[src/hdl/fht_pkg.sv]
package fht_pkg;
  localparam int          CLK_NS        = 100;
  localparam int          CLAMP_ON_NS   = 200;
  localparam int          SWITCH_ON_NS  = 2000;
  localparam int          SS_PERIOD_NS  = 10000;
  localparam int          HS_GAP_NS     = 30000;
  localparam int          HS_MIN_NS     = 20000;
  localparam int          HS_MAX_NS     = 40000;
  localparam int          SKIP_LO_NS    = 83000;
  localparam int          SKIP_HI_NS    = 143000;
  localparam int          LL_NS0        = 80;
  localparam int          LL_NS1        = 100;
  localparam int          LL_NS2        = 120;
  localparam int          LL_NS3        = 140;
  localparam int          HL_NS         = 500;
  localparam int          HL_SMALL_NS   = 430;
  localparam int          PF_NS0        = 300;
  localparam int          PF_NS1        = 400;
  localparam int          PF_NS2        = 500;
  localparam int          RESTART_ON_MS = 82;
  localparam int          AR_OFF_MS     = 1000;
  localparam int          CYC_PER_MS    = 1000000 / CLK_NS;
  localparam logic [7:0]  LINE_HI_Q     = 8'hd7;
  localparam logic [7:0]  LINE_HYST_Q   = 8'h1e;
  localparam logic [7:0]  LINE_LO_Q     = LINE_HI_Q - LINE_HYST_Q;
  localparam logic [7:0]  CLAMP_CYC     = 8'((CLAMP_ON_NS + CLK_NS - 1) / CLK_NS);
  localparam logic [7:0]  ON_CYC        = 8'((SWITCH_ON_NS + CLK_NS - 1) / CLK_NS);
  localparam logic [10:0] SS_OFF_CYC    = 11'((SS_PERIOD_NS + CLK_NS - 1) / CLK_NS);
  localparam logic [10:0] HS_MIN_CYC    = 11'((HS_MIN_NS + CLK_NS - 1) / CLK_NS);
  localparam logic [10:0] HS_MAX_CYC    = 11'(HS_MAX_NS / CLK_NS);
  localparam logic [10:0] SKIP_LO_CYC   = 11'((SKIP_LO_NS + CLK_NS - 1) / CLK_NS);
  localparam logic [10:0] SKIP_HI_CYC   = 11'(SKIP_HI_NS / CLK_NS);
  localparam logic [7:0]  LL_CYC0       = 8'((LL_NS0 + CLK_NS - 1) / CLK_NS);
  localparam logic [7:0]  LL_CYC1       = 8'((LL_NS1 + CLK_NS - 1) / CLK_NS);
  localparam logic [7:0]  LL_CYC2       = 8'((LL_NS2 + CLK_NS - 1) / CLK_NS);
  localparam logic [7:0]  LL_CYC3       = 8'((LL_NS3 + CLK_NS - 1) / CLK_NS);
  localparam logic [7:0]  HL_CYC        = 8'((HL_NS + CLK_NS - 1) / CLK_NS);
  localparam logic [7:0]  HL_SMALL_CYC  = 8'((HL_SMALL_NS + CLK_NS - 1) / CLK_NS);
  localparam logic [7:0]  PF_CYC0       = 8'((PF_NS0 + CLK_NS - 1) / CLK_NS);
  localparam logic [7:0]  PF_CYC1       = 8'((PF_NS1 + CLK_NS - 1) / CLK_NS);
  localparam logic [7:0]  PF_CYC2       = 8'((PF_NS2 + CLK_NS - 1) / CLK_NS);

  typedef enum logic [4:0] {
    ST_WAIT    = 5'h01,
    ST_SELF    = 5'h02,
    ST_SLAVE   = 5'h04,
    ST_RESTART = 5'h08,
    ST_FAULT   = 5'h10
  } fht_st_t;

  typedef enum logic [3:0] {
    PH_IDLE  = 4'h1,
    PH_CLAMP = 4'h2,
    PH_DELAY = 4'h4,
    PH_ON    = 4'h8
  } fht_ph_t;

  typedef struct packed {
    fht_st_t     st;
    fht_ph_t     ph;
    logic [23:0] tmr;
    logic [7:0]  cnt;
    logic [10:0] gap;
    logic [10:0] last;
    logic        seen1;
    logic [1:0]  code;
    logic        code_ok;
    logic        hi;
    logic        dly_hi;
    logic        clamp;
    logic        sw;
    logic        sec;
    logic        ar;
    logic        ss;
  } fht_state_t;
endpackage

[src/hdl/fht_timing.sv]
`timescale 1ns/10ps
// Summary of operation
// - low-line delay from code: 80-140 ns
// - fixed high-line delay 500 or 430 ns
// - line hysteresis selects high or low delay
// - pfc variant: delay 300/400/500 ns at either line
// - wait first, then self switching, then requests only
// - no requests in on-time: auto-restart
// - primary holds control until handshake succeeds
// - wait restart on-time, listening for requests
// - two requests ~30 us apart: slave mode
// - no requests in wait: self switching
// - requests 83-143 us after conduction inhibited
// - start-up: softstart frequency, 75% limit
// - resume after stop returns to start-up
// - clamp pulse, selected delay, then switch
module fht_timing
  import fht_pkg::*;
#(
  parameter int unsigned RESTART_CYC = RESTART_ON_MS * CYC_PER_MS,
  parameter int unsigned AR_OFF_CYC  = AR_OFF_MS * CYC_PER_MS
) (
  input  wire logic       ref_clk_i,
  input  wire logic       nrst_i,
  input  wire logic       variant_pfc_i,
  input  wire logic       small_part_i,
  input  wire logic [1:0] delay_code_i,
  input  wire logic [7:0] line_sense_q_i,
  input  wire logic       req_i,
  input  wire logic       fault_i,
  output logic            clamp_drive_out_o,
  output logic            power_switch_o,
  output logic            secondary_ctrl_o,
  output logic            auto_restart_o,
  output logic            softstart_o,
  output logic            current_cap75_o
);

  fht_state_t s_r;
  fht_state_t s_nxt;
  logic       hs_ok;
  logic       fire;
  logic       skip;

  function automatic logic [7:0] dly_sel(input logic pfc, input logic sml,
                                         input logic hi, input logic [1:0] code);
    logic [7:0] d;
    d = HL_CYC;
    if (pfc) begin
      case (code)
        2'h0:    d = PF_CYC0;
        2'h1:    d = PF_CYC1;
        default: d = PF_CYC2;
      endcase
    end else if (hi) begin
      d = sml ? HL_SMALL_CYC : HL_CYC;
    end else begin
      case (code)
        2'h0:    d = LL_CYC0;
        2'h1:    d = LL_CYC1;
        2'h2:    d = LL_CYC2;
        default: d = LL_CYC3;
      endcase
    end
    return d;
  endfunction

  always_comb begin
    s_nxt = s_r;
    hs_ok = 1'b0;
    fire  = 1'b0;
    if (!s_r.code_ok) begin
      s_nxt.code    = delay_code_i;
      s_nxt.code_ok = 1'b1;
    end
    if (line_sense_q_i > LINE_HI_Q) begin
      s_nxt.hi = 1'b1;
    end else if (line_sense_q_i <= LINE_LO_Q) begin
      s_nxt.hi = 1'b0;
    end
    if (s_r.gap != 11'h7ff) begin
      s_nxt.gap = s_r.gap + 11'h001;
    end
    if (s_r.last != 11'h7ff) begin
      s_nxt.last = s_r.last + 11'h001;
    end
    s_nxt.tmr = s_r.tmr + 24'h000001;
    skip = (s_r.last >= SKIP_LO_CYC) && (s_r.last < SKIP_HI_CYC);
    if (req_i) begin
      hs_ok = s_r.seen1 && (s_r.gap >= HS_MIN_CYC) && (s_r.gap <= HS_MAX_CYC);
      s_nxt.seen1 = 1'b1;
      s_nxt.gap   = 11'h000;
    end else if (s_r.gap > HS_MAX_CYC) begin
      s_nxt.seen1 = 1'b0;
    end
    case (s_r.st)
      ST_WAIT: begin
        if (hs_ok) begin
          s_nxt.st  = ST_SLAVE;
          s_nxt.tmr = 24'h000000;
          fire      = 1'b1;
        end else if (s_r.tmr >= 24'(RESTART_CYC - 1)) begin
          s_nxt.st  = ST_SELF;
          s_nxt.tmr = 24'h000000;
        end
      end
      ST_SELF: begin
        if (hs_ok) begin
          s_nxt.st  = ST_SLAVE;
          s_nxt.tmr = 24'h000000;
          fire      = 1'b1;
        end else if (req_i) begin
          s_nxt.tmr = 24'h000000;
        end else if (s_r.tmr >= 24'(RESTART_CYC - 1)) begin
          s_nxt.st  = ST_RESTART;
          s_nxt.tmr = 24'h000000;
        end else if (s_r.last >= SS_OFF_CYC) begin
          fire = 1'b1;
        end
      end
      ST_SLAVE: begin
        if (req_i) begin
          s_nxt.tmr = 24'h000000;
          fire      = !skip;
        end else if (s_r.tmr >= 24'(RESTART_CYC - 1)) begin
          s_nxt.st  = ST_RESTART;
          s_nxt.tmr = 24'h000000;
        end
      end
      ST_RESTART: begin
        if (s_r.tmr >= 24'(AR_OFF_CYC - 1)) begin
          s_nxt.st    = ST_WAIT;
          s_nxt.tmr   = 24'h000000;
          s_nxt.seen1 = req_i;
        end
      end
      ST_FAULT: begin
        s_nxt.tmr = 24'h000000;
        if (!fault_i) begin
          s_nxt.st    = ST_WAIT;
          s_nxt.seen1 = req_i;
        end
      end
      default: begin
        s_nxt.st = ST_WAIT;
      end
    endcase
    case (s_r.ph)
      PH_IDLE: begin
        if (fire) begin
          s_nxt.ph  = PH_CLAMP;
          s_nxt.cnt = CLAMP_CYC - 8'h01;
        end
      end
      PH_CLAMP: begin
        if (s_r.cnt == 8'h00) begin
          s_nxt.ph     = PH_DELAY;
          s_nxt.dly_hi = s_r.hi;
          s_nxt.cnt    = dly_sel(variant_pfc_i, small_part_i, s_r.hi, s_r.code) - 8'h01;
        end else begin
          s_nxt.cnt = s_r.cnt - 8'h01;
        end
      end
      PH_DELAY: begin
        if (s_r.cnt == 8'h00) begin
          s_nxt.ph  = PH_ON;
          s_nxt.cnt = ON_CYC - 8'h01;
        end else begin
          s_nxt.cnt = s_r.cnt - 8'h01;
        end
      end
      PH_ON: begin
        if (s_r.cnt == 8'h00) begin
          s_nxt.ph   = PH_IDLE;
          s_nxt.last = 11'h000;
        end else begin
          s_nxt.cnt = s_r.cnt - 8'h01;
        end
      end
      default: begin
        s_nxt.ph = PH_IDLE;
      end
    endcase
    if (fault_i) begin
      s_nxt.st    = ST_FAULT;
      s_nxt.seen1 = 1'b0;
    end
    if (s_nxt.st != ST_SLAVE && s_nxt.st != ST_SELF) begin
      s_nxt.ph = PH_IDLE;
    end
    s_nxt.clamp = (s_nxt.ph == PH_CLAMP);
    s_nxt.sw    = (s_nxt.ph == PH_ON);
    s_nxt.sec   = (s_nxt.st == ST_SLAVE);
    s_nxt.ar    = (s_nxt.st == ST_RESTART);
    s_nxt.ss    = (s_nxt.st == ST_WAIT) || (s_nxt.st == ST_SELF);
  end

  always_ff @(posedge ref_clk_i) begin
    if (!nrst_i) begin
      s_r         <= '0;
      s_r.st      <= ST_WAIT;
      s_r.ph      <= PH_IDLE;
      s_r.gap     <= 11'h7ff;
      s_r.last    <= 11'h7ff;
      s_r.ss      <= 1'b1;
    end else begin
      s_r <= s_nxt;
    end
  end

  assign clamp_drive_out_o = s_r.clamp;
  assign power_switch_o    = s_r.sw;
  assign secondary_ctrl_o  = s_r.sec;
  assign auto_restart_o    = s_r.ar;
  assign softstart_o       = s_r.ss;
  assign current_cap75_o   = s_r.ss;
endmodule

[config.mk]
export PLATFORM = sky130hd
export DESIGN_NAME = fht_timing
export DESIGN_NICKNAME = d
export VERILOG_FILES = /design/src/hdl/fht_pkg.sv /design/src/hdl/fht_timing.sv
export SDC_FILE = /design/constraint.sdc
export NUM_CORES = 1
export LEC_CHECK = 0
export ABC_AREA = 1
export BUFFER_PORTS_ARGS = -buffer_cell sky130_fd_sc_hd__buf_4
export CAP_MARGIN = 20
export CORE_MARGIN = 2
export CORE_UTILIZATION = 58
export CTS_BUF_LIST = sky130_fd_sc_hd__clkbuf_2
export CTS_CLUSTER_SIZE = 12
export DETAILED_ROUTE_END_ITERATION = 8
export PLACE_DENSITY = 0.81
export SLEW_MARGIN = 20
export SYNTH_ARGS = -nofsm -noshare
export SYNTH_HDL_FRONTEND = slang
export SYNTH_SLANG_ARGS = --single-unit
[constraint.sdc]
create_clock -name ref_clk_i -period 1.8 [get_ports ref_clk_i]
set_input_delay 0.27 -clock ref_clk_i [delete_from_list [all_inputs] [get_ports ref_clk_i]]
set_output_delay 0.27 -clock ref_clk_i [all_outputs]
set_load 0.02 [all_outputs]
Yosys cells after proc, flatten, opt, wreduce, memory -nomap -nowiden
Cells that the tools add are included.
{"block": "op_classes", "addsub": 5, "n_mux": 50, "n_reduce_logical": 14, "n_bitwise": 1, "eq_ne": 22, "magnitude_cmp": 10}
{"cell": "24-bit 2-to-1 mux", "count": 5}
{"cell": "24-bit one-hot mux with 5 select lines", "count": 1}
{"cell": "8-bit 2-to-1 mux", "count": 7}
{"cell": "11-bit 2-to-1 mux", "count": 5}
{"cell": "5-bit 2-to-1 mux", "count": 7}
{"cell": "8-bit one-hot mux with 4 select lines", "count": 1}
{"cell": "24-bit by 1-bit adder with 24-bit output, second input constant", "count": 1}
{"cell": "24-bit by 20-bit >= comparator with 1-bit output, second input constant", "count": 1}
{"cell": "24-bit >= comparator, second input constant", "count": 1}
{"cell": "11-bit by 1-bit adder with 11-bit output, second input constant", "count": 2}
{"cell": "11-bit inequality test, second input constant", "count": 2}
{"cell": "4-bit 2-to-1 mux", "count": 5}
{"cell": "5-bit one-hot mux with 4 select lines", "count": 1}
{"cell": "4-bit one-hot mux with 4 select lines", "count": 1}
{"cell": "8-bit by 1-bit subtractor with 8-bit output, second input constant", "count": 2}
{"cell": "1-bit 2-to-1 mux", "count": 12}
{"cell": "11-bit by 10-bit >= comparator with 1-bit output, second input constant", "count": 1}
{"cell": "11-bit by 7-bit >= comparator with 1-bit output, second input constant", "count": 1}
{"cell": "11-bit by 8-bit >= comparator with 1-bit output, second input constant", "count": 1}
{"cell": "11-bit by 9-bit > comparator with 1-bit output, second input constant", "count": 1}
{"cell": "11-bit by 9-bit less-or-equal comparator with 1-bit output, second input constant", "count": 1}
{"cell": "11-bit < comparator, second input constant", "count": 1}
{"cell": "5-bit by 1-bit == test with 1-bit output, second input constant", "count": 2}
{"cell": "5-bit by 2-bit == test with 1-bit output, second input constant", "count": 2}
{"cell": "other kinds (28)", "count": 38}
{"block": "word_totals", "word_cells": 117, "out_inout_bits": 6, "input_bits": 16, "reg_bits": 73}

Depth between registers and ports, before layout
{"block": "depth", "depth_word": 11, "ltp_mapped": 16, "mapped_depth_nobuf": 16}

Worst setup path before layout
Ideal clock, no wire load.
{"block": "synth_path", "kind": "register -> register", "startpoint": "register s_r[33] in the netlist's numbering", "endpoint": "register s_r[35] in the netlist's numbering", "stages_incl_launch_ff": 12, "slack_ns": 0.187, "synth_period_minus_slack_ns": 1.613, "arrival_time_ns": 1.500, "required_time_ns": 1.687, "setup_time_ns": 0.113, "path_buffers": 0, "cell_sequence": "dfxtp_1 inv_1 ha_1 nand2_1 nor2_2 nand3_2 nor2_2 nor2_4 nand2_4 inv_2 nor2_1 nor2_1"}
{"block": "synth_via", "elab_chain_cells": 3, "elab_cells_between_ends": 8, "classes_between": "1 x add/sub; 1 x eq/ne; 4 x mux; 2 x reduce/logical"}
{"element": "start, declared", "line": "fht_timing.sv:39", "source": "fht_state_t s_r;"}
{"element": "start signal, assigned", "line": "fht_timing.sv:207", "source": "s_r <= s_nxt;"}
{"element": "8-bit by 1-bit subtractor with 8-bit output or 8-bit zero test (tied branches)"}
{"element": "8-bit 2-to-1 mux, or another cell as far along", "line": "fht_timing.sv:173", "source": "if (s_r.cnt == 8'h00) begin"}
{"element": "8-bit one-hot mux with 4 select lines or 3-bit AND reduction (tied branches)"}
Several ways; a longest one is shown, not always the timed one. The select of a mux whose other input is x is not followed.
A chain may end at the register's enable or synchronous reset.

Worst setup path after layout
{"block": "layout_path", "startpoint": "register s_r[71] in the netlist's numbering", "endpoint": "register s_r[55] in the netlist's numbering"}
{"block": "layout_via", "elab_chain_cells": 2, "elab_cells_between_ends": 6, "classes_between": "5 x eq/ne; 1 x mux"}
{"element": "5-bit == test, or another cell as far along", "line": "fht_timing.sv:96", "source": "case (s_r.st)"}
{"element": "24-bit one-hot mux with 5 select lines (*)", "line": "fht_timing.sv:96"}
Every way passes the cells marked *; elsewhere a longest branch is shown, timed or not.

==> results_dict.tcl <==
set metrics [dict create \
    critPathTopFamily "simple AND/OR/NAND/NOR gates" \
    grt_antenna_before_repair 0 \
    finalSetupViolCount 22 \
    start_util_pct 59.5 \
    numPortBuffers 19 \
    max-cap-violations 0 \
    gp_congestion 0.898 \
    boundaryPins 22 \
    synthCells 638 \
    vias 4523 \
    grt_use_total_pct 25.4 \
    syn_to_final_growth_pct 30.2 \
    wl_per_cell_um 13.8 \
    worstPathRequired_ns 2.24 \
    hold_violations 0 \
    syn_area_per_cell_sq_um 6.70 \
    cp_max_fo 6 \
    fp-row-count 31 \
    setup_slack_ns -0.0687 \
    fin_skew_ns 0.0185 \
    htree_levels 3 \
    worstSetupStartpointType "register" \
    violations "setup timing" \
    crit_path_frequent_cell "nor2_1" \
    p_per_area_mw_per_mm2 570 \
    path_buf_inv 2 \
    chipHeight_um 89.8 \
    yosysWarnings 0 \
    min_period_ns 1.87 \
    core_sq_mm 0.00718 \
    worstMarginPinSlew_ns 0.460 \
    seqCellArea_sq_mm 0.00151 \
    fillers 495 \
    drc 0 \
    slowest_delay_ns 0.39 \
    insertedDiodeCount 0 \
    viasPerCell 5.48 \
    rsz0062_at_grt "yes" \
    drive_gt1_share_pct 32.9 \
    fin_nets 747 \
    dieArea_sq_mm 0.00807 \
    ys_top_cells_by_area "dfxtp_1 (34%), nand2_1 (12%), nor2_1 (8.4%)" \
    die_x_um 89.8 \
    clockBufferDepth 2 \
    post-place-ws_ns -0.0122 \
    cts_made_buffers 9 \
    hpwl_um 7020 \
    crit_type "reg2reg" \
    tritoncts "yes" \
    multi_input_area_sq_mm 0.00281 \
    cts-root-buf "clkbuf_2" \
    clk_pin_slew_ns 0.20 \
    dr.pass1.iters 6 \
    overflow 0 \
    grt_pass1_wl_um 17200 \
    timing.setup.tns_ns -0.792 \
    status "complete, but fails checks" \
    relSlewSlack_pct 69.4 \
    crit_chain "nor2_1 > nand4_1 > nand2_1 > nor2_1 > nand2_1 > nand4_1 > buf_6 > buf_4 > nand2_4 > nor2_1" \
    clock_latency_ns 0.53 \
    synth_top_area_cell "dfxtp_1" \
    power.total_mw 3.17 \
    postRouteAntennaNets 0 \
    fmax_mhz 535 \
    syn_nets 662 \
    synth_top_cell_area_share_pct 34.2 \
    finalMaxSlewViolations 0 \
    ir_drop_mv 0.343 \
    ys_types 40 \
    netlist_area_sq_mm 0.00427 \
    ys_seq_area_share_pct 34.2 \
    p_leak_nw 2.52 \
    grt_max_degree 30 \
    wl_um 11400 \
    critPathCaptureType "register" \
    synth-seq-cells 73 \
    post-route-period-util_pct 104 \
    crit_path_top_delay_cell "dfxtp_1" \
    cp.arrival_ns 2.31 \
    min_path_type "in2reg" \
    clock_sink_count 73 \
    grt_pass1_vias 4045 \
    drt_iter0_markers 358 \
]
-- timing repair --
action | 4_1_cts | 5_1_grt
hold buffers | 5 | 0
pin swaps | 14 | 35
hold endpoints to repair | 7 | 0
cloned | 2 | 1
gates resized for setup | 20 | 116
buffers inserted | 4 | 18
endpoints found under the setup margin | 29 | 59
-- layout make-up --
cell class,instances,share of cell area [%]
multi-input combinational,469,50.5
clock inverter,6,1.08
tap,99,2.23
timing repair buffer,81,11.9
clock buffer,9,0.810
inverter,89,6.28
sequential,73,27.1
-- per-stage QoR --
step,cell area [sq um],cells,hold WS (ns),utilization (%)
6_report,5560,826,0.0240,77.5
5_1_grt,5560,826,0.0243,77.5
4_1_cts,5030,807,0.00548,70.1
3_5_place_dp,4750,781,0.472,66.2
3_3_place_gp,4750,781,0.461,66.2
2_1_floorplan,4270,638,0.298,-
-- layout by cell type, fill, tap and decap left out, types with 13 or more instances in the layout --
cell type / count
nand3_1: 37
xor2_1: 13
inv_1: 69
nor2_1: 82
o21ai_0: 23
a21oi_1: 15
dfxtp_2: 20
nand2_2: 17
nor2_2: 14
buf_4: 69
nand3_2: 16
nand2_1: 127
dfxtp_1: 47
inv_2: 15
-- state kept, by name (all words and copies together) (netlist names) --
register,cells
secondary_ctrl_o,1
s_r,68
power_switch_o,1
current_cap75_o,1
clamp_drive_out_o,1
auto_restart_o,1
-- routing by layer --
layer | up-vias | share of wire (%) | GRT usage [%] | routed length (um)
met2 | 180 | 49 | 42.0 | 5530
met3 | 42 | 5.5 | 4.53 | 626
met5 | - | 0 | 0 | 0
li1 | 2249 | - | - | -
met1 | 2052 | 43 | 32.9 | 4890
met4 | 0 | 3.1 | 10.4 | 353
-- final timing paths --
| path | to | cells past startpoint | from | slack, ns |
|---|---|---|---|---|
| setup / recovery | s_r[55] | 10 | s_r[71] | -0.07 |
| setup reg to reg | s_r[55] | 10 | s_r[71] | -0.07 |
| hold / removal | s_r[9] | 3 | delay_code_i[1] | 0.02 |
| hold reg to reg | s_r[9] | 1 | s_r[7] | 0.50 |
-- synth_stat cells, drive strengths merged --
| cell type | count |
|---|---|
| nand2 | 152 |
| nor2 | 107 |
| inv | 88 |
| dfxtp | 73 |
| nand3 | 55 |
| o21ai | 34 |
| nor3 | 23 |
| a21oi | 19 |
| xor2 | 14 |
| nand4 | 12 |
| o211ai | 10 |
| ha | 8 |
| nor4 | 8 |
| clkbuf | 7 |
| a31oi | 6 |
| xnor2 | 4 |
| buf | 3 |
| o31ai | 3 |
| nor3b | 2 |
| o21bai | 2 |
| o22ai | 2 |
| a211oi | 1 |
| a22oi | 1 |
| and3 | 1 |
| clkinv | 1 |
| nand3b | 1 |
| or2 | 1 |
-- report_power, final --
group	internal (mW)	switching (mW)
registers	1.66	0.0483
logic	0.242	0.328
clock network	0.304	0.588
-- cells by family (layout without fill, tap and decap cells) --
| family | after synthesis | after routing | share of synthesized area (%) |
|---|---|---|---|
| adder cells (fa/ha/maj) | 8 | 8 | 2.34 |
| AND/OR/NAND/NOR | 362 | 365 | 39.9 |
| buffers and inverters | 99 | 185 | 9.34 |
| AO/OA/AOI/OAI | 78 | 78 | 10.5 |
| flip-flops | 73 | 73 | 34.2 |
| XOR/XNOR | 18 | 18 | 3.69 |
-- worst min-delay path, cell delays in order --
cell and delay (ns):
buf_4 0.08, o21ai_0 0.07, a21oi_1 0.10
Power figures use the tool's default switching activity.
